$ cat src/logic/rivm_pkg.sv
// Constants shared by the reset and interrupt vector mapper.
// Assumes a word-addressed program memory of 16-bit addresses.
package rivm_pkg;

  // ------------------------------------------------------------
  // Vector table
  // ------------------------------------------------------------
  localparam logic [15:0] RIVM_RESET_APP_ADDR = 16'h0000;
  localparam logic [15:0] RIVM_TABLE_OFFSET   = 16'h0002;
  localparam int          RIVM_NUM_SRC_MAX    = 24;
  localparam int          RIVM_NUM_SRC_SMALL  = 22;
  localparam int          RIVM_IDX_W          = 5;

  // Source indices, zero based after the reset vector
  // external and pin groups
  localparam logic [4:0] RIVM_SRC_EXT_IRQ_ZERO = 5'h00;
  localparam logic [4:0] RIVM_SRC_PCG0         = 5'h01;
  localparam logic [4:0] RIVM_SRC_PCG1         = 5'h02;
  localparam logic [4:0] RIVM_SRC_T2_CMP       = 5'h03;
  localparam logic [4:0] RIVM_SRC_T2_OVF       = 5'h04;
  localparam logic [4:0] RIVM_SRC_T1_CAPT      = 5'h05;
  localparam logic [4:0] RIVM_SRC_T1_CMPA      = 5'h06;
  localparam logic [4:0] RIVM_SRC_T1_CMPB      = 5'h07;
  localparam logic [4:0] RIVM_SRC_T1_OVF       = 5'h08;
  localparam logic [4:0] RIVM_SRC_T0_CMP       = 5'h09;
  localparam logic [4:0] RIVM_SRC_T0_OVF       = 5'h0A;
  localparam logic [4:0] RIVM_SRC_SPI_DONE     = 5'h0B;
  localparam logic [4:0] RIVM_SRC_RX_DONE      = 5'h0C;
  localparam logic [4:0] RIVM_SRC_TX_EMPTY     = 5'h0D;
  localparam logic [4:0] RIVM_SRC_TX_DONE      = 5'h0E;
  localparam logic [4:0] RIVM_SRC_USER_START   = 5'h0F;
  localparam logic [4:0] RIVM_SRC_USER_OVF     = 5'h10;
  localparam logic [4:0] RIVM_SRC_ACMP         = 5'h11;
  localparam logic [4:0] RIVM_SRC_ADC_DONE     = 5'h12;
  localparam logic [4:0] RIVM_SRC_EEPROM_RDY   = 5'h13;
  localparam logic [4:0] RIVM_SRC_STORE_RDY    = 5'h14;
  localparam logic [4:0] RIVM_SRC_LCD_SOF      = 5'h15;
  localparam logic [4:0] RIVM_SRC_PCG2         = 5'h16;
  localparam logic [4:0] RIVM_SRC_PCG3         = 5'h17;

  // ------------------------------------------------------------
  // Change sequence and reset values
  // ------------------------------------------------------------
  localparam logic [2:0] RIVM_CHG_WINDOW_CYC = 3'h4;
  localparam logic       RIVM_SEL_RST        = 1'b0;
  localparam logic       RIVM_FUSE_PROG      = 1'b0;

  // Vector address = base + 2 * index
  function automatic logic [15:0] rivm_vec_addr(
    input logic [15:0] base,
    input logic [4:0]  idx
  );
    rivm_vec_addr = base + {10'h000, idx, 1'b0};
  endfunction

endpackage

$ cat src/logic/rivm_ctl_if.sv
// Control link between the mapper top and its select-bit sequencer.
// Both ends run on the same system clock.
`timescale 1ns/100ps
`default_nettype none
interface rivm_ctl_if;
  logic wr_stb;
  logic wr_chg_en;
  logic wr_sel;
  logic sel;
  logic chg_en;
  logic hold_off;

  modport top (output wr_stb, output wr_chg_en, output wr_sel,
               input sel, input chg_en, input hold_off);
  modport seq (input wr_stb, input wr_chg_en, input wr_sel,
               output sel, output chg_en, output hold_off);
endinterface
`default_nettype wire

$ cat src/logic/rivm_sel_seq.sv
// Timed change sequence for the vector-select bit.
// Assumes one control write per cycle, driven from the core clock.
`timescale 1ns/100ps
`default_nettype none
module rivm_sel_seq
  import rivm_pkg::*;
(
  // Clock and reset
  input  wire logic clk_sys_in,
  input  wire logic reset_n_in,
  // Control link
  rivm_ctl_if.seq   ctl
);

  logic [2:0] win_cnt_r;
  logic       sel_r;
  logic       hold_r;
  logic       post_r;
  logic       open_w;
  logic       set_chg_w;
  logic       sel_wr_w;

  assign open_w    = (win_cnt_r != 3'h0);
  assign set_chg_w = ctl.wr_stb && ctl.wr_chg_en;
  assign sel_wr_w  = ctl.wr_stb && !ctl.wr_chg_en && open_w;

  always_ff @(posedge clk_sys_in or negedge reset_n_in) begin
    if (!reset_n_in) begin
      win_cnt_r <= 3'h0;
      sel_r     <= RIVM_SEL_RST;
    end else if (set_chg_w) begin
      win_cnt_r <= RIVM_CHG_WINDOW_CYC;
    end else if (sel_wr_w) begin
      win_cnt_r <= 3'h0;
      sel_r     <= ctl.wr_sel;
    end else if (open_w) begin
      win_cnt_r <= win_cnt_r - 3'h1;
    end
  end

  always_ff @(posedge clk_sys_in or negedge reset_n_in) begin
    if (!reset_n_in) begin
      post_r <= 1'b0;
      hold_r <= 1'b0;
    end else begin
      post_r <= sel_wr_w;
      hold_r <= set_chg_w || (open_w && !sel_wr_w && win_cnt_r != 3'h1)
                || sel_wr_w;
    end
  end

  assign ctl.sel      = sel_r;
  assign ctl.chg_en   = open_w;
  assign ctl.hold_off = hold_r || post_r || set_chg_w;
endmodule // rivm_sel_seq
`default_nettype wire

$ cat src/logic/rivm_top.sv
// Reset and interrupt vector mapper for an 8-bit core.
// Assumes pending/enable flags come from logic on the same clock and the
// core pulses vec_ack_in when it has taken the presented vector.
//
// What this block does
// - Unprogrammed fuse resets to address zero
// - Programmed fuse resets to boot address
// - Select set adds boot start to vectors
// - Table base 0x0002 or boot plus 0x0002
// - Fuse value one unprogrammed, zero programmed
// - External zero, pin groups zero, one
// - Timer two compare and overflow vectors
// - Timer one capture, compares, overflow vectors
// - Timer zero compare and overflow vectors
// - Serial peripheral and USART event vectors
// - Universal serial start and overflow vectors
// - Comparator, ADC, EEPROM ready vectors
// - Store-program ready and frame start vectors
// - Pin groups two, three only large variant
// - Vector only enabled, pending sources
// - Select changes only in four-cycle window
// - Interrupts held during change sequence
`timescale 1ns/100ps
`default_nettype none
module rivm_top
  import rivm_pkg::*;
#(
  parameter int          NUM_SRC        = RIVM_NUM_SRC_MAX,
  parameter logic [15:0] BOOT_RESET_ADDR = 16'h3800
)(
  // Clock and reset
  input  wire logic        clk_sys_in,
  input  wire logic        reset_n_in,
  // Fuse and control writes
  input  wire logic        boot_reset_fuse_in,
  input  wire logic        ctl_wr_in,
  input  wire logic        vector_change_enable_in,
  input  wire logic        vector_select_in,
  // Interrupt sources
  input  wire logic        global_irq_en_in,
  input  wire logic [23:0] irq_pending_in,
  input  wire logic [23:0] irq_enable_in,
  input  wire logic        vec_ack_in,
  // Core fetch side
  output logic [15:0]      reset_addr_out,
  output logic             vec_valid_out,
  output logic [15:0]      vec_addr_out,
  output logic [4:0]       vec_idx_out,
  output logic             vector_select_out,
  output logic             vector_change_enable_out
);

  // ------------------------------------------------------------
  // Parameter check
  // ------------------------------------------------------------
  // only two variants exist
  if (NUM_SRC != RIVM_NUM_SRC_MAX && NUM_SRC != RIVM_NUM_SRC_SMALL) begin
    $error("NUM_SRC must be 22 or 24");
  end

  // ------------------------------------------------------------
  // Select-bit sequencer
  // ------------------------------------------------------------
  rivm_ctl_if ctl ();

  assign ctl.wr_stb    = ctl_wr_in;
  assign ctl.wr_chg_en = vector_change_enable_in;
  assign ctl.wr_sel    = vector_select_in;

  rivm_sel_seq u_seq (
    .clk_sys_in (clk_sys_in),
    .reset_n_in (reset_n_in),
    .ctl        (ctl)
  );

  // ------------------------------------------------------------
  // Reset target and table base
  // ------------------------------------------------------------
  logic        fuse_meta_r;
  logic        fuse_sync_r;
  logic [1:0]  fill_r;
  logic        fuse_r;
  logic        fuse_cap_r;
  logic [15:0] reset_addr_w;
  logic [15:0] table_base_w;

  // Fuse level comes from outside the clock: two flops before use
  always_ff @(posedge clk_sys_in or negedge reset_n_in) begin
    if (!reset_n_in) begin
      fuse_meta_r <= 1'b1;
      fuse_sync_r <= 1'b1;
      fill_r      <= 2'h0;
    end else begin
      fuse_meta_r <= boot_reset_fuse_in;
      fuse_sync_r <= fuse_meta_r;
      fill_r      <= {fill_r[0], 1'b1};
    end
  end

  // Caught once, only after the synchroniser has filled
  always_ff @(posedge clk_sys_in or negedge reset_n_in) begin
    if (!reset_n_in) begin
      fuse_cap_r <= 1'b0;
      fuse_r     <= 1'b1;
    end else if (fill_r[1] && !fuse_cap_r) begin
      fuse_cap_r <= 1'b1;
      fuse_r     <= fuse_sync_r;
    end
  end

  assign reset_addr_w = (fuse_r == RIVM_FUSE_PROG) ? BOOT_RESET_ADDR
                                                   : RIVM_RESET_APP_ADDR;
  assign table_base_w = ctl.sel ? (BOOT_RESET_ADDR + RIVM_TABLE_OFFSET)
                                : RIVM_TABLE_OFFSET;

  // ------------------------------------------------------------
  // Source selection
  // ------------------------------------------------------------
  logic [23:0] variant_mask_w;
  logic [23:0] req_w;
  logic [4:0]  win_idx_w;
  logic        any_w;
  logic        irq_ok_w;

  // small variant masks groups two, three
  assign variant_mask_w = (NUM_SRC == RIVM_NUM_SRC_MAX) ? 24'hFFFFFF
                                                        : 24'h3FFFFF;
  assign req_w    = irq_pending_in & irq_enable_in & variant_mask_w;
  assign any_w    = |req_w;
  // sequence holds off interrupts, global flag untouched
  assign irq_ok_w = global_irq_en_in && !ctl.hold_off;

  always_comb begin
    win_idx_w = 5'h00;
    for (int i = 23; i >= 0; i--) begin
      if (req_w[i]) begin
        win_idx_w = i[4:0];
      end
    end
  end

  // ------------------------------------------------------------
  // Presented vector
  // ------------------------------------------------------------
  logic        valid_r;
  logic [15:0] addr_r;
  logic [4:0]  idx_r;
  logic [15:0] rst_addr_r;
  logic        sel_out_r;
  logic        chg_out_r;
  logic        load_w;

  // Hold the presented vector steady until the core takes it
  assign load_w = !valid_r || vec_ack_in;

  always_ff @(posedge clk_sys_in or negedge reset_n_in) begin
    if (!reset_n_in) begin
      valid_r <= 1'b0;
      addr_r  <= RIVM_RESET_APP_ADDR;
      idx_r   <= 5'h00;
    end else if (load_w) begin
      valid_r <= any_w && irq_ok_w;
      addr_r  <= rivm_vec_addr(table_base_w, win_idx_w);
      idx_r   <= win_idx_w;
    end
  end

  always_ff @(posedge clk_sys_in or negedge reset_n_in) begin
    if (!reset_n_in) begin
      rst_addr_r <= RIVM_RESET_APP_ADDR;
      sel_out_r  <= RIVM_SEL_RST;
      chg_out_r  <= 1'b0;
    end else begin
      rst_addr_r <= reset_addr_w;
      sel_out_r  <= ctl.sel;
      chg_out_r  <= ctl.chg_en;
    end
  end

  assign reset_addr_out           = rst_addr_r;
  assign vec_valid_out            = valid_r;
  assign vec_addr_out             = addr_r;
  assign vec_idx_out              = idx_r;
  assign vector_select_out        = sel_out_r;
  assign vector_change_enable_out = chg_out_r;
endmodule // rivm_top
`default_nettype wire

$ cat config.mk
export PLATFORM = sky130hd
export DESIGN_NAME = rivm_top
export DESIGN_NICKNAME = d
export VERILOG_FILES = /design/src/logic/rivm_pkg.sv /design/src/logic/rivm_ctl_if.sv /design/src/logic/rivm_sel_seq.sv /design/src/logic/rivm_top.sv
export SDC_FILE = /design/constraint.sdc
export NUM_CORES = 1
export LEC_CHECK = 0
export BUFFER_PORTS_ARGS = -buffer_cell sky130_fd_sc_hd__clkbuf_2
export CAP_MARGIN = 30
export CORE_UTILIZATION = 26
export DETAILED_ROUTE_END_ITERATION = 10
export GPL_ROUTABILITY_DRIVEN = 0
export PLACE_DENSITY = 0.5
export SLEW_MARGIN = 20
export SYNTH_ARGS = -nofsm -noshare
export SYNTH_HDL_FRONTEND = slang
export SYNTH_SLANG_ARGS = --single-unit
export TNS_END_PERCENT = 5
$ cat constraint.sdc
create_clock -name clk_sys_in -period 3.9 [get_ports clk_sys_in]
set_clock_uncertainty 0.2 [all_clocks]
set_input_delay 0.195 -clock clk_sys_in [delete_from_list [all_inputs] [get_ports clk_sys_in]]
set_output_delay 0.195 -clock clk_sys_in [all_outputs]
set_load 0.05 [all_outputs]
Word-level counts from Yosys, hierarchy flattened
Cells that the tools add are included.
{"block": "totals", "ff_bits": 50, "input_bits": 56, "word_cells": 71}
{"block": "op_classes", "add_sub_neg": 2, "eq_ne": 1, "n_mux": 29, "n_bitwise": 2, "n_reduce_logical": 22}
{"operator": "2-to-1 mux 5 bit", "count": 24}
{"operator": "2-to-1 mux 14 bit", "count": 2}
{"operator": "bitwise AND 24 bit", "count": 1}
{"operator": "OR reduction 24 bit", "count": 1}
{"operator": "adder 14 x 6 -> 15 bit", "count": 1}
{"operator": "2-to-1 mux 3 bit", "count": 3}
{"operator": "logical AND 1 bit", "count": 8}
{"operator": "nonzero test 3 bit", "count": 2}
{"operator": "logical NOT 1 bit", "count": 5}
{"operator": "logical OR 1 bit", "count": 5}
{"operator": "inequality test 3 x 1 -> 1 bit, second input constant", "count": 1}
{"operator": "subtractor 3 x 1 -> 3 bit, second input constant", "count": 1}
{"operator": "AND reduction 2 bit", "count": 1}
{"operator": "NOT 1 bit", "count": 1}

Logic depth before layout (Yosys ltp)
Gate-level depths: netlist (run 1).
{"block": "depth", "depth_word": 26, "mapped_depth": 8, "ltp_nobuf": 8}

By module
A second synthesis (run 1) with hierarchy kept.
{"block": "unflattened", "cells_unflattened": 184, "hier_area_um2": 1720.4}
{"mod": "rivm_top", "instances": 1, "cells_each": 152, "area_per_inst_um2": 1375.1, "seq_area_each_um2": 554.3}
{"mod": "rivm_sel_seq", "instances": 1, "cells_each": 32, "area_per_inst_um2": 345.3, "seq_area_each_um2": 150.1}

Least setup slack after synthesis (run 1)
OpenSTA, ideal clock, no wires.
{"block": "synth_path", "path_type": "in2reg", "from": "in irq_pending_in[17]", "to": "reg addr_r[2] (netlist: vec_addr_out[2])", "setup_time_ps": 125, "arrival_time_ps": 1686, "required_ps": 3575, "setup_slack_ps": 1889, "stages": 7, "cell_sequence": "a22o_1 -> a222oi_1 -> nand2_1 -> a41o_1 -> a21boi_0 -> ha_1 -> mux2_2"}
{"block": "synth_between", "elab_chain_len": 20}
{"element": "start, declared", "line_no": "rivm_top.sv:41", "text": "input wire logic [23:0] irq_pending_in,"}
{"element": "bitwise AND 24 bit", "line_no": "rivm_top.sv:128", "text": "assign req_w = irq_pending_in & irq_enable_in & variant_mask_w;"}
{"element": "2-to-1 mux 5 bit (18 in a row)", "line_no": "rivm_top.sv:136", "text": "if (req_w[i]) begin"}
{"element": "via win_idx_w[1]", "line_no": "rivm_top.sv:121", "text": "logic [4:0] win_idx_w;"}
{"element": "adder 14 x 6 -> 15 bit", "line_no": "rivm_pkg.sv:53", "text": "rivm_vec_addr = base + {10'h000, idx, 1'b0};"}
{"element": "end signal, assigned", "line_no": "rivm_top.sv:163", "text": "addr_r <= rivm_vec_addr(table_base_w, win_idx_w);"}
{"element": "end, declared", "line_no": "rivm_top.sv:146", "text": "logic [15:0] addr_r;"}
The timed path passes the listed nets, and every way through them passes these cells.
A chain may end at the register's enable or synchronous reset.

Worst setup path after layout (run 1)
{"block": "layout_path", "from": "in irq_pending_in[21]", "to": "reg addr_r[2] (netlist: vec_addr_out[2])"}
{"block": "layout_between", "elab_chain_len": 24}
{"element": "bitwise AND 24 bit", "line_no": "rivm_top.sv:128"}
{"element": "2-to-1 mux 5 bit (22 in a row)", "line_no": "rivm_top.sv:136"}
{"element": "via win_idx_w[0]", "line_no": "rivm_top.sv:121"}
{"element": "adder 14 x 6 -> 15 bit", "line_no": "rivm_pkg.sv:53"}
The timed path passes the listed nets, and every way through them passes these cells.

==> results of run 1 <==
==> routing by layer <==
metal	share of wire, %	GRT usage, %	vias up
met2	46	20.33	69
met3	7.9	1.758	2
met4	0.42	2.632	0
li1	-	-	757
met5	0	0	-
met1	46	14.14	680
==> metrics by stage <==
step	std cells	utilization [%]
floorplan	198	-
global placement	323	33.59
detailed placement	323	33.59
CTS	333	35.76
global route	333	35.76
finish	333	35.76
==> report_power, final <==
part | leakage [nW] | switching (mW) | total, mW | internal (mW)
sequential | 0.335 | 0.0347 | 0.388 | 0.353
clock | 0.0357 | 0.0878 | 0.225 | 0.137
combinational | 0.746 | 0.359 | 0.506 | 0.147
total | 1.12 | 0.481 | 1.12 | 0.637
==> kinds of logic after synthesis <==
group           after synthesis  share of synthesized area, %
xor+xnor                      2                         1.043
other cells                   2                        0.4473
buf+inv                      35                         13.41
flops                        28                         41.95
fa+ha+maj                     4                         2.981
mux                           4                         2.682
simple gates                 52                         13.93
compound gates               52                         23.55
==> cell type report <==
cell class | count | area share, %
inverters | 9 | 1.559
clock buffers | 3 | 1.905
well taps | 75 | 4.330
clock inverters | 1 | 1.386
flip-flops and latches | 28 | 32.51
multi-input cells | 135 | 37.88
repair buffers | 82 | 20.44
==> worst max-delay path: stages <==
cell       delay (ns)
clkbuf_2         0.09
a22o_1           0.23
a31oi_1          0.16
o2111ai_1        0.17
a211oi_1         0.50
nor2_1           0.11
ha_1             0.30
mux2_2           0.26
==> flip-flops by register name (all words and copies together) (netlist names) <==
register / cells
u_seq.hold_r: 1
fuse_r: 1
u_seq.post_r: 1
fuse_sync_r: 1
vector_select_out: 1
vec_idx_out: 5
u_seq.win_cnt_r: 3
fill_r: 2
vec_valid_out: 1
fuse_cap_r: 1
vector_change_enable_out: 1
u_seq.ctl.sel: 1
fuse_meta_r: 1
vec_addr_out: 7
reset_addr_out: 1
==> worst paths after layout <==
kind	start	to	slack, ns	cells past startpoint
worst max-delay path	irq_pending_in[21]	vec_addr_out[2]$_DFFE_PN0P_	1.86	8
worst min-delay path	vector_change_enable_in	u_seq.win_cnt_r[1]$_DFFE_PN0P_	0.05	4
worst max register to register	u_seq.win_cnt_r[0]$_DFFE_PN0P_	u_seq.ctl.sel$_DFFE_PN0P_	1.94	6
worst min register to register	fill_r[0]$_DFF_PN0_	fill_r[1]$_DFF_PN0_	0.16	0
max in group asynchronous	reset_n_in	vector_change_enable_out$_DFF_PN0_	2.76	2
min in group asynchronous	reset_n_in	fill_r[0]$_DFF_PN0_	0.29	2
==> placed cells by master (no fill, tap or decap), types with 2 or more instances in the layout <==
| master | count |
|---|---|
| a22o_1 | 3 |
| a21oi_1 | 8 |
| o31ai_1 | 2 |
| a22oi_1 | 8 |
| a211oi_1 | 2 |
| dfrtp_1 | 25 |
| nand3_1 | 3 |
| a41o_1 | 2 |
| ha_1 | 4 |
| a21o_1 | 2 |
| conb_1 | 21 |
| o31a_1 | 2 |
| clkbuf_2 | 75 |
| clkbuf_8 | 3 |
| o2111ai_1 | 2 |
| dlygate4sd3_1 | 6 |
| inv_1 | 9 |
| nor2_1 | 9 |
| nor2b_1 | 2 |
| o21ai_0 | 6 |
| nor3_1 | 3 |
| or2_2 | 3 |
| a31oi_1 | 2 |
| a32o_1 | 4 |
| nand2_1 | 27 |
| mux2_2 | 4 |
| dfstp_2 | 3 |
==> repair_timing <==
action / 4_1_cts / 5_1_grt
hold buffers: 6 / 0
buffers inserted: 0 / 0
endpoints found under the setup margin: 0 / 0
endpoints found under the hold margin: 30 / 0
==> flow_metrics.py, run 1 <==
metrics = {
    "cts": {
        "clk_latency_ns": 0.26,
        "numCtsBuffers": 3,
        "htree_levels": 1,
        "clockBufferDepth": 2,
        "cts_resized": 0,
        "cts_tree": "yes",
        "cts_root_buf": "clkbuf_8",
        "clock-sinks": 28,
        "clkTransAtPathRegs_ns": 0.10,
    },
    "logic_synthesis": {
        "synth_area_leaders": "dfrtp_1 37%, buf_4 11%, nand2_1 6.0%, dfstp_2 4.7%, a22oi_1 3.6%",
        "synth-main-ff-cell": "dfrtp_1",
        "synth_top_cell_by_area": "dfrtp_1",
        "synth_edf_count": 0,
        "synthesis.area_um2": 1679,
        "yosysWarnings": 0,
        "syn_area_per_cell_um2": 9.381,
        "synthTopCellsByCount": "27 x nand2_1, 25 x buf_4, 25 x dfrtp_1",
        "synth_most_common_cell": "nand2_1",
        "asyncSetResetFlopFracSynth_pct": 100.0,
        "ys_seq_area_share_pct": 41.95,
        "synth_cells": 179,
        "synth.distinct_cells": 42,
        "ys_ff_latch": 28,
        "synth_top_cell_area_share_pct": 37.26,
    },
    "place": {
        "portBuffers": 75,
        "placedInstanceArea_um2": 2036,
        "pre_cts_ws_ns": 1.589,
        "dpl.hpwl_mm": 3.163,
    },
    "drt": {
        "num_vias": 1508,
        "wire_per_inst_um": 11.51,
        "drc_errors": 0,
        "dr.pass1.iters": 4,
        "wl_mm": 3.833,
        "routed_via_density": 4.529,
        "postRouteAntennaNets": 0,
        "drt_iter0_drc": 45,
    },
    "sta": {
        "hold_viol": 0,
        "hold_ws_ns": 0.04888,
        "final-setup-viol-count": 0,
        "finalSetupTns_ns": 0,
        "rsz0062_at_grt": "false",
        "fin_ws_ns": 1.859,
        "worstMarginPinSlew_ns": 0.6984,
        "post-route-min-period_ns": 2.041,
        "drv_slew": 0,
        "max_slew_margin_pct": 53.44,
        "clock.fmax_ghz": 0.4899,
        "fin_crit_sh_pct": 52.34,
    },
    "grt": {
        "overflow": 0,
        "grt_usage_pct": 11.33,
        "antenna_found_initial": 0,
        "grt_max_degree": 29,
        "grt_pass1_vias": 1369,
        "grt_pass1_wl_mm": 5.906,
    },
    "power": {
        "peakVddDrop_mv": 0.3866,
        "pwr_density_cell_nw_per_um2": 516.2,
        "power_mw": 1.119,
        "power.leakage_nw": 1.117,
    },
    "finish": {
        "nets": 319,
        "diodes": 0,
        "multi_input_area_um2": 820.8,
        "seq_area_um2": 704.4,
        "num-fill-cells": 633,
        "drive_gt1_share_pct": 36.82,
        "final_cell_area_um2": 2167,
        "syn2layout_area_growth_pct": 29.06,
    },
    "die": {
        "rows": 28,
        "die_height_um": 82.36,
        "core-area_um2": 6061,
        "die_w_um": 82.36,
        "dieArea_um2": 6783,
        "ios": 96,
        "start_util_pct": 27.70,
    },
    "critical_path": {
        "cp_max_fo": 4,
        "worstSetupStartpointType": "input port",
        "cp-end-kind": "flip-flop",
        "critPathRequiredTime_ns": 3.87,
        "arrival_ns": 2.01,
        "crit_type": "input port to flip-flop",
    },
    "run": {
        "max_cap_violations": 0,
    },
    "outcome": {
        "status": "complete, no violations",
    },
    "hold_path": {
        "worstHoldPathType": "input port to flip-flop",
    },
}
(Power assumes the default switching activity.)
==> inputs of run 2 (changes only) <==
Settings changed: ABC_AREA set to 1.
Clock period 3.9 ns to 2.13 ns, I/O delays scaled along.
==> run 2 against run 1 <==
  * Core utilization up 0.93 points
  * Die area down 0.94%
  * Critical path depth up 22
  * Clock-buffer cell count up 1
  * Worst hold slack worse by 0.036 ns
  * Sequential share of layout area down 0.82 points
  * Critical endpoint is now vec_addr_out[3]$_DFFE_PN0P_
  * Highest routed layer unchanged
==> flow_metrics.py, run 2 <==
metrics = {
    "power": {
        "power.leakage_nw": 1.300,
        "peakVddDrop_mv": 0.6764,
        "pwr_density_cell_nw_per_um2": 935.2,
    },
    "logic_synthesis": {
        "synth.distinct_cells": 29,
        "synth_most_common_cell": "nand2_1",
        "synth_area_leaders": "dfrtp_1 38%, nand2_1 17%, buf_4 11%, nand2_2 5.6%, dfstp_2 4.7%",
        "synth-main-ff-cell": "dfrtp_1",
        "synth_top_cell_area_share_pct": 37.62,
        "synth_edf_count": 0,
        "yosysWarnings": 0,
        "asyncSetResetFlopFracSynth_pct": 100.0,
        "synthTopCellsByCount": "77 x nand2_1, 25 x dfrtp_1, 24 x buf_4",
        "syn_area_per_cell_um2": 7.734,
        "synth_cells": 215,
        "ys_seq_area_share_pct": 42.36,
        "synth_top_cell_by_area": "dfrtp_1",
        "synthesis.area_um2": 1663,
        "ys_ff_latch": 28,
    },
    "drt": {
        "drt_iter0_drc": 42,
        "routed_via_density": 3.907,
        "wire_per_inst_um": 8.958,
        "drc_errors": 0,
        "num_vias": 1477,
        "postRouteAntennaNets": 0,
        "wl_mm": 3.386,
        "dr.pass1.iters": 4,
    },
    "grt": {
        "grt_pass1_wl_mm": 5.637,
        "antenna_found_initial": 0,
        "grt_usage_pct": 10.78,
        "overflow": 0,
        "grt_pass1_vias": 1346,
        "grt_max_degree": 29,
    },
    "die": {
        "start_util_pct": 27.44,
        "ios": 96,
        "dieArea_um2": 6719,
        "die_height_um": 81.97,
        "rows": 28,
        "die_w_um": 81.97,
        "core-area_um2": 6061,
    },
    "finish": {
        "final_cell_area_um2": 2223,
        "final_common_cell": "nand2_1",
        "syn2layout_area_growth_pct": 33.71,
        "largest_register_ffs": 7,
        "drive_gt1_share_pct": 38.94,
        "num-fill-cells": 659,
        "most-common-layout-cells": "76 x nand2_1, 75 x clkbuf_2, 25 x dfrtp_1",
        "diodes": 0,
        "nets": 364,
    },
    "cts": {
        "htree_levels": 1,
        "clock-sinks": 28,
        "cts_root_buf": "clkbuf_8",
        "clockBufferDepth": 2,
        "cts_setup_buffers": 0,
        "numCtsBuffers": 3,
        "clkTransAtPathRegs_ns": 0.09,
        "clk_latency_ns": 0.27,
        "cts_tree": "yes",
    },
    "run": {
        "max_cap_violations": 0,
    },
    "critical_path": {
        "worst-path-buf-inv": 3,
        "cp-end-kind": "flip-flop",
        "slowest_stage": "or2_0",
        "slowest_delay_ns": 0.19,
        "cp-startpoint": "irq_pending_in[23]",
        "rr_endpoint": "u_seq.post_r$_DFF_PN0_",
        "reg2reg_slack_ns": 0.17,
        "arrival_ns": 1.95,
        "rr_worst_depth": 6,
        "crit_family": "simple AND/OR/NAND/NOR gates",
        "cp.depth": 30,
        "crit_type": "input port to flip-flop",
        "cp_max_fo": 3,
        "r2r_start": "u_seq.win_cnt_r[0]$_DFFE_PN0P_",
        "critPathCapture": "vec_addr_out[3]$_DFFE_PN0P_",
        "worstSetupStartpointType": "input port",
        "cp_common_cell": "nand2_1",
        "critPathRequiredTime_ns": 2.12,
    },
    "place": {
        "pre_cts_ws_ns": -0.1574,
        "portBuffers": 75,
        "dpl.hpwl_mm": 2.784,
        "placedInstanceArea_um2": 2083,
    },
    "hold_path": {
        "hold_depth": 5,
        "worstHoldPathType": "input port to flip-flop",
    },
    "sta": {
        "finalSetupTns_ns": 0,
        "drv_slew": 0,
        "fin_ws_ns": 0.1693,
        "hold_viol": 0,
        "max_slew_margin_pct": 53.69,
        "rsz0062_at_grt": "true",
        "worstMarginPinSlew_ns": 0.6946,
        "post-route-min-period_ns": 1.961,
        "clock.fmax_ghz": 0.5100,
        "fin_crit_sh_pct": 92.05,
        "final-setup-viol-count": 0,
    },
    "outcome": {
        "status": "complete, no violations",
    },
}
run 2: cell types whose count changed in the layout (fill, tap and decap cells not counted), sizes merged, moves of 3 or more:
cell	change
nand2	+68
a22oi	-9
buf	+8
inv	+7
nor2	+7
a21oi	-4
a22o	-4
a32o	-4
mux2	-3
run 2: kinds of logic after synthesis:
kind of cell	Yosys count	synth area share, %
AO/OA/AOI/OAI	18	6.848
XOR/XNOR	1	0.5268
adder cells (fa/ha/maj)	4	3.010
buffers and inverters	43	15.12
flip-flops	28	42.36
multiplexers	1	0.6772
other	2	0.4516
AND/OR/NAND/NOR	118	31.00
run 2: worst min-delay path by stage:
stage,startpoint,to,slack (ns)
6_report,irq_enable_in[0],vec_addr_out[4]$_DFFE_PN0P_,0.01
5_1_grt,irq_enable_in[0],vec_addr_out[4]$_DFFE_PN0P_,0.03
4_1_cts,irq_enable_in[0],vec_addr_out[4]$_DFFE_PN0P_,0.007
3_5_place_dp,reset_n_in,vec_idx_out[1]$_DFFE_PN0P_,-0.004
3_3_place_gp,reset_n_in,vec_idx_out[1]$_DFFE_PN0P_,-0.009
2_1_floorplan,reset_n_in,fill_r[0]$_DFF_PN0_,-0.39
run 2: what timing repair did:
item	CTS	global route
resized for setup	0	4
endpoints found under the hold margin	32	0
hold buffers	7	0
setup endpoints to repair	0	2
run 2: cell type report:
type / count / area [um^2] / share of cell area [%]
multi-input combinational: 163 / 793.3 / 35.68
tap: 75 / 93.84 / 4.221
sequential: 28 / 704.4 / 31.68
inverter: 17 / 63.81 / 2.870
timing repair buffer: 91 / 513.0 / 23.07
clock buffer: 4 / 55.05 / 2.476
run 2: worst register-to-register path, delay by kind of cell (launching register included):
family	cells	cell delay [ns]
buffers and inverters	3	0.74
adders and majority gates	1	0.19
and+or+nand+nor	2	0.37
DFF	1	0.40
run 2: metal layers:
metal,routed length (um),up-vias,GRT usage [%]
met3,207,2,2.889
li1,-,800,-
met2,1626,48,18.84
met4,16,0,2.456
met5,0,-,0
met1,1536,627,13.06
run 2: per-stage QoR:
stage | cells | hold WS [ns] | power, mW | util [%]
finish | 378 | 0.01257 | 2.079 | 36.68
global route | 378 | 0.03354 | 2.229 | 36.68
CTS | 378 | 0.007185 | 2.104 | 36.44
detailed placement | 367 | -0.004222 | 1.756 | 34.37
global placement | 367 | -0.008759 | 1.749 | 34.37
floorplan | 234 | -0.3891 | 1.565 | -
run 2: power by group:
group	internal [mW]	switching, mW
sequential	0.670	0.0726
combinational	0.270	0.746
clock	0.165	0.155
total	1.11	0.974
==> inputs of run 3 (changes only) <==
Clock period 2.13 ns to 2.45 ns, I/O delays scaled along.
==> run 3 against run 2 <==
  * Routed wire length grew 0.35%
  * Sequential power shrank 13%
  * Worst setup slack gained 0.19 ns
  * Via count grew 0.41%
  * Critical path depth shrank 21
  * Worst hold slack gained 0.013 ns
  * Largest power group unchanged
==> flow_metrics.py, run 3 (synthesis gave the netlist of run 2 again) <==
metrics = {
    "power": {
        "peakVddDrop_mv": 0.4955,
        "power.leakage_nw": 1.266,
        "swShare_pct": 47.78,
        "power.share.combinational_pct": 49.0,
        "p_sw_mw": 0.8412,
        "power_frac_seq_pct": 36.7,
        "power_mw": 1.761,
        "internal-power_mw": 0.9195,
        "clockPowerShare_pct": 14.3,
        "pwr_density_cell_nw_per_um2": 815.8,
    },
    "grt": {
        "grt_max_degree": 29,
        "grt_pass1_wl_mm": 5.789,
        "grt_usage_pct": 11.11,
        "grt_pass1_vias": 1386,
        "antenna_found_initial": 0,
        "overflow": 0,
    },
    "critical_path": {
        "slowest_delay_ns": 0.57,
        "worst-path-buf-inv": 4,
        "cp-end-kind": "flip-flop",
        "path_cells": "dlygate4sd3_1 > clkbuf_2 > nand2_2 > dlygate4sd3_1 > nand2_2 > inv_2 > ha_1 > or2_0 > a31oi_1",
        "worstSetupStartpointType": "input port",
        "slowest_stage": "dlygate4sd3_1",
        "crit_family": "buffers and inverters",
        "crit_type": "input port to flip-flop",
        "arrival_ns": 2.08,
        "critPathRequiredTime_ns": 2.44,
        "cp_max_fo": 4,
        "cp-startpoint": "irq_enable_in[0]",
        "r2r_start": "u_seq.win_cnt_r[0]$_DFFE_PN0P_",
    },
    "place": {
        "place_inst": 359,
        "pre_cts_ws_ns": 0.1436,
        "dpl.hpwl_mm": 2.745,
        "portBuffers": 75,
        "placedInstanceArea_um2": 2023,
    },
    "sta": {
        "finalSetupTns_ns": 0,
        "post-route-min-period_ns": 2.091,
        "final-setup-viol-count": 0,
        "worstMarginPinSlew_ns": 0.6743,
        "hold_viol": 0,
        "clock.fmax_ghz": 0.4781,
        "drv_slew": 0,
        "max_slew_margin_pct": 55.05,
        "rsz0062_at_grt": "false",
        "fin_ws_ns": 0.3586,
        "hold_ws_ns": 0.02564,
        "fin_crit_sh_pct": 85.36,
    },
    "finish": {
        "final_cell_area_um2": 2158,
        "stdcell_count": 372,
        "final_common_cell": "nand2_1",
        "largest_register_ffs": 7,
        "nets": 358,
        "most-common-layout-cells": "77 x nand2_1, 75 x clkbuf_2, 25 x dfrtp_1",
        "syn2layout_area_growth_pct": 29.80,
        "fin_util_pct": 35.61,
        "drive_gt1_share_pct": 35.69,
        "diodes": 0,
    },
    "drt": {
        "wire_per_inst_um": 9.134,
        "postRouteAntennaNets": 0,
        "drc_errors": 0,
        "wl_mm": 3.398,
        "routed_via_density": 3.987,
        "drt_iter0_drc": 82,
        "num_vias": 1483,
        "dr.pass1.iters": 4,
    },
    "cts": {
        "clockBufferDepth": 2,
        "clkTransAtPathRegs_ns": 0.09,
        "htree_levels": 1,
        "numCtsBuffers": 3,
        "cts_tree": "yes",
        "clk_latency_ns": 0.27,
        "cts_root_buf": "clkbuf_8",
        "clock-sinks": 28,
    },
    "die": {
        "start_util_pct": 27.44,
        "dieArea_um2": 6719,
        "die_height_um": 81.97,
        "die_w_um": 81.97,
        "rows": 28,
        "ios": 96,
        "core-area_um2": 6061,
    },
    "hold_path": {
        "timing.hold.worst.start": "irq_pending_in[0]",
        "worstHoldPathType": "input port to flip-flop",
    },
    "run": {
        "max_cap_violations": 0,
    },
    "outcome": {
        "status": "complete, no violations",
    },
}
-- run 3: final timing paths --
| kind | cells past startpoint | slack, ns | to |
|---|---|---|---|
| setup / recovery | 9 | 0.36 | vec_addr_out[3]$_DFFE_PN0P_ |
| hold / removal | 5 | 0.03 | vec_addr_out[4]$_DFFE_PN0P_ |
| setup reg to reg | 6 | 0.49 | u_seq.post_r$_DFF_PN0_ |
| hold reg to reg | 0 | 0.16 | fuse_sync_r$_DFF_PN1_ |
| max in group asynchronous | 2 | 1.39 | u_seq.win_cnt_r[1]$_DFFE_PN0P_ |
| min in group asynchronous | 2 | 0.22 | vec_idx_out[1]$_DFFE_PN0P_ |
-- run 3: what timing repair did --
item,CTS,global route
hold buffers,9,0
setup buffers,0,0
resized for setup,0,0
hold endpoints to repair,32,0
-- run 3: per-layer routing --
metal  global-route usage (%)  share of wire, %
met2                    19.83                49
met3                    2.889               6.4
met1                    12.96                44
met5                        0                 0
met4                    3.158              0.77
-- run 3: power groups by stage --
| stage | registers [mW] | clock network (mW) | logic, mW |
|---|---|---|---|
| 2_1_floorplan | 0.880 | 0 | 0.480 |
| 3_3_place_gp | 0.654 | 0 | 0.851 |
| 3_5_place_dp | 0.656 | 0 | 0.856 |
| 4_1_cts | 0.647 | 0.265 | 0.873 |
| 5_1_grt | 0.668 | 0.283 | 0.951 |
| 6_report | 0.647 | 0.251 | 0.863 |
-- run 3: worst register-to-register path: cells and delay by family (launching register included) --
family	cells	cell delay (ns)
flip-flops	1	0.40
buffers and inverters	3	0.74
AND/OR/NAND/NOR	2	0.36
adder cells (fa/ha/maj)	1	0.20
-- run 3: layout make-up --
class                           instances  area, um^2
Fill cell                             654        3902
Multi-Input combinational cell        163       778.2
Sequential cell                        28       704.4
Timing Repair Buffer                   85       473.0
Tap cell                               75       93.84
Inverter                               17       63.81
Clock buffer                            4       45.04
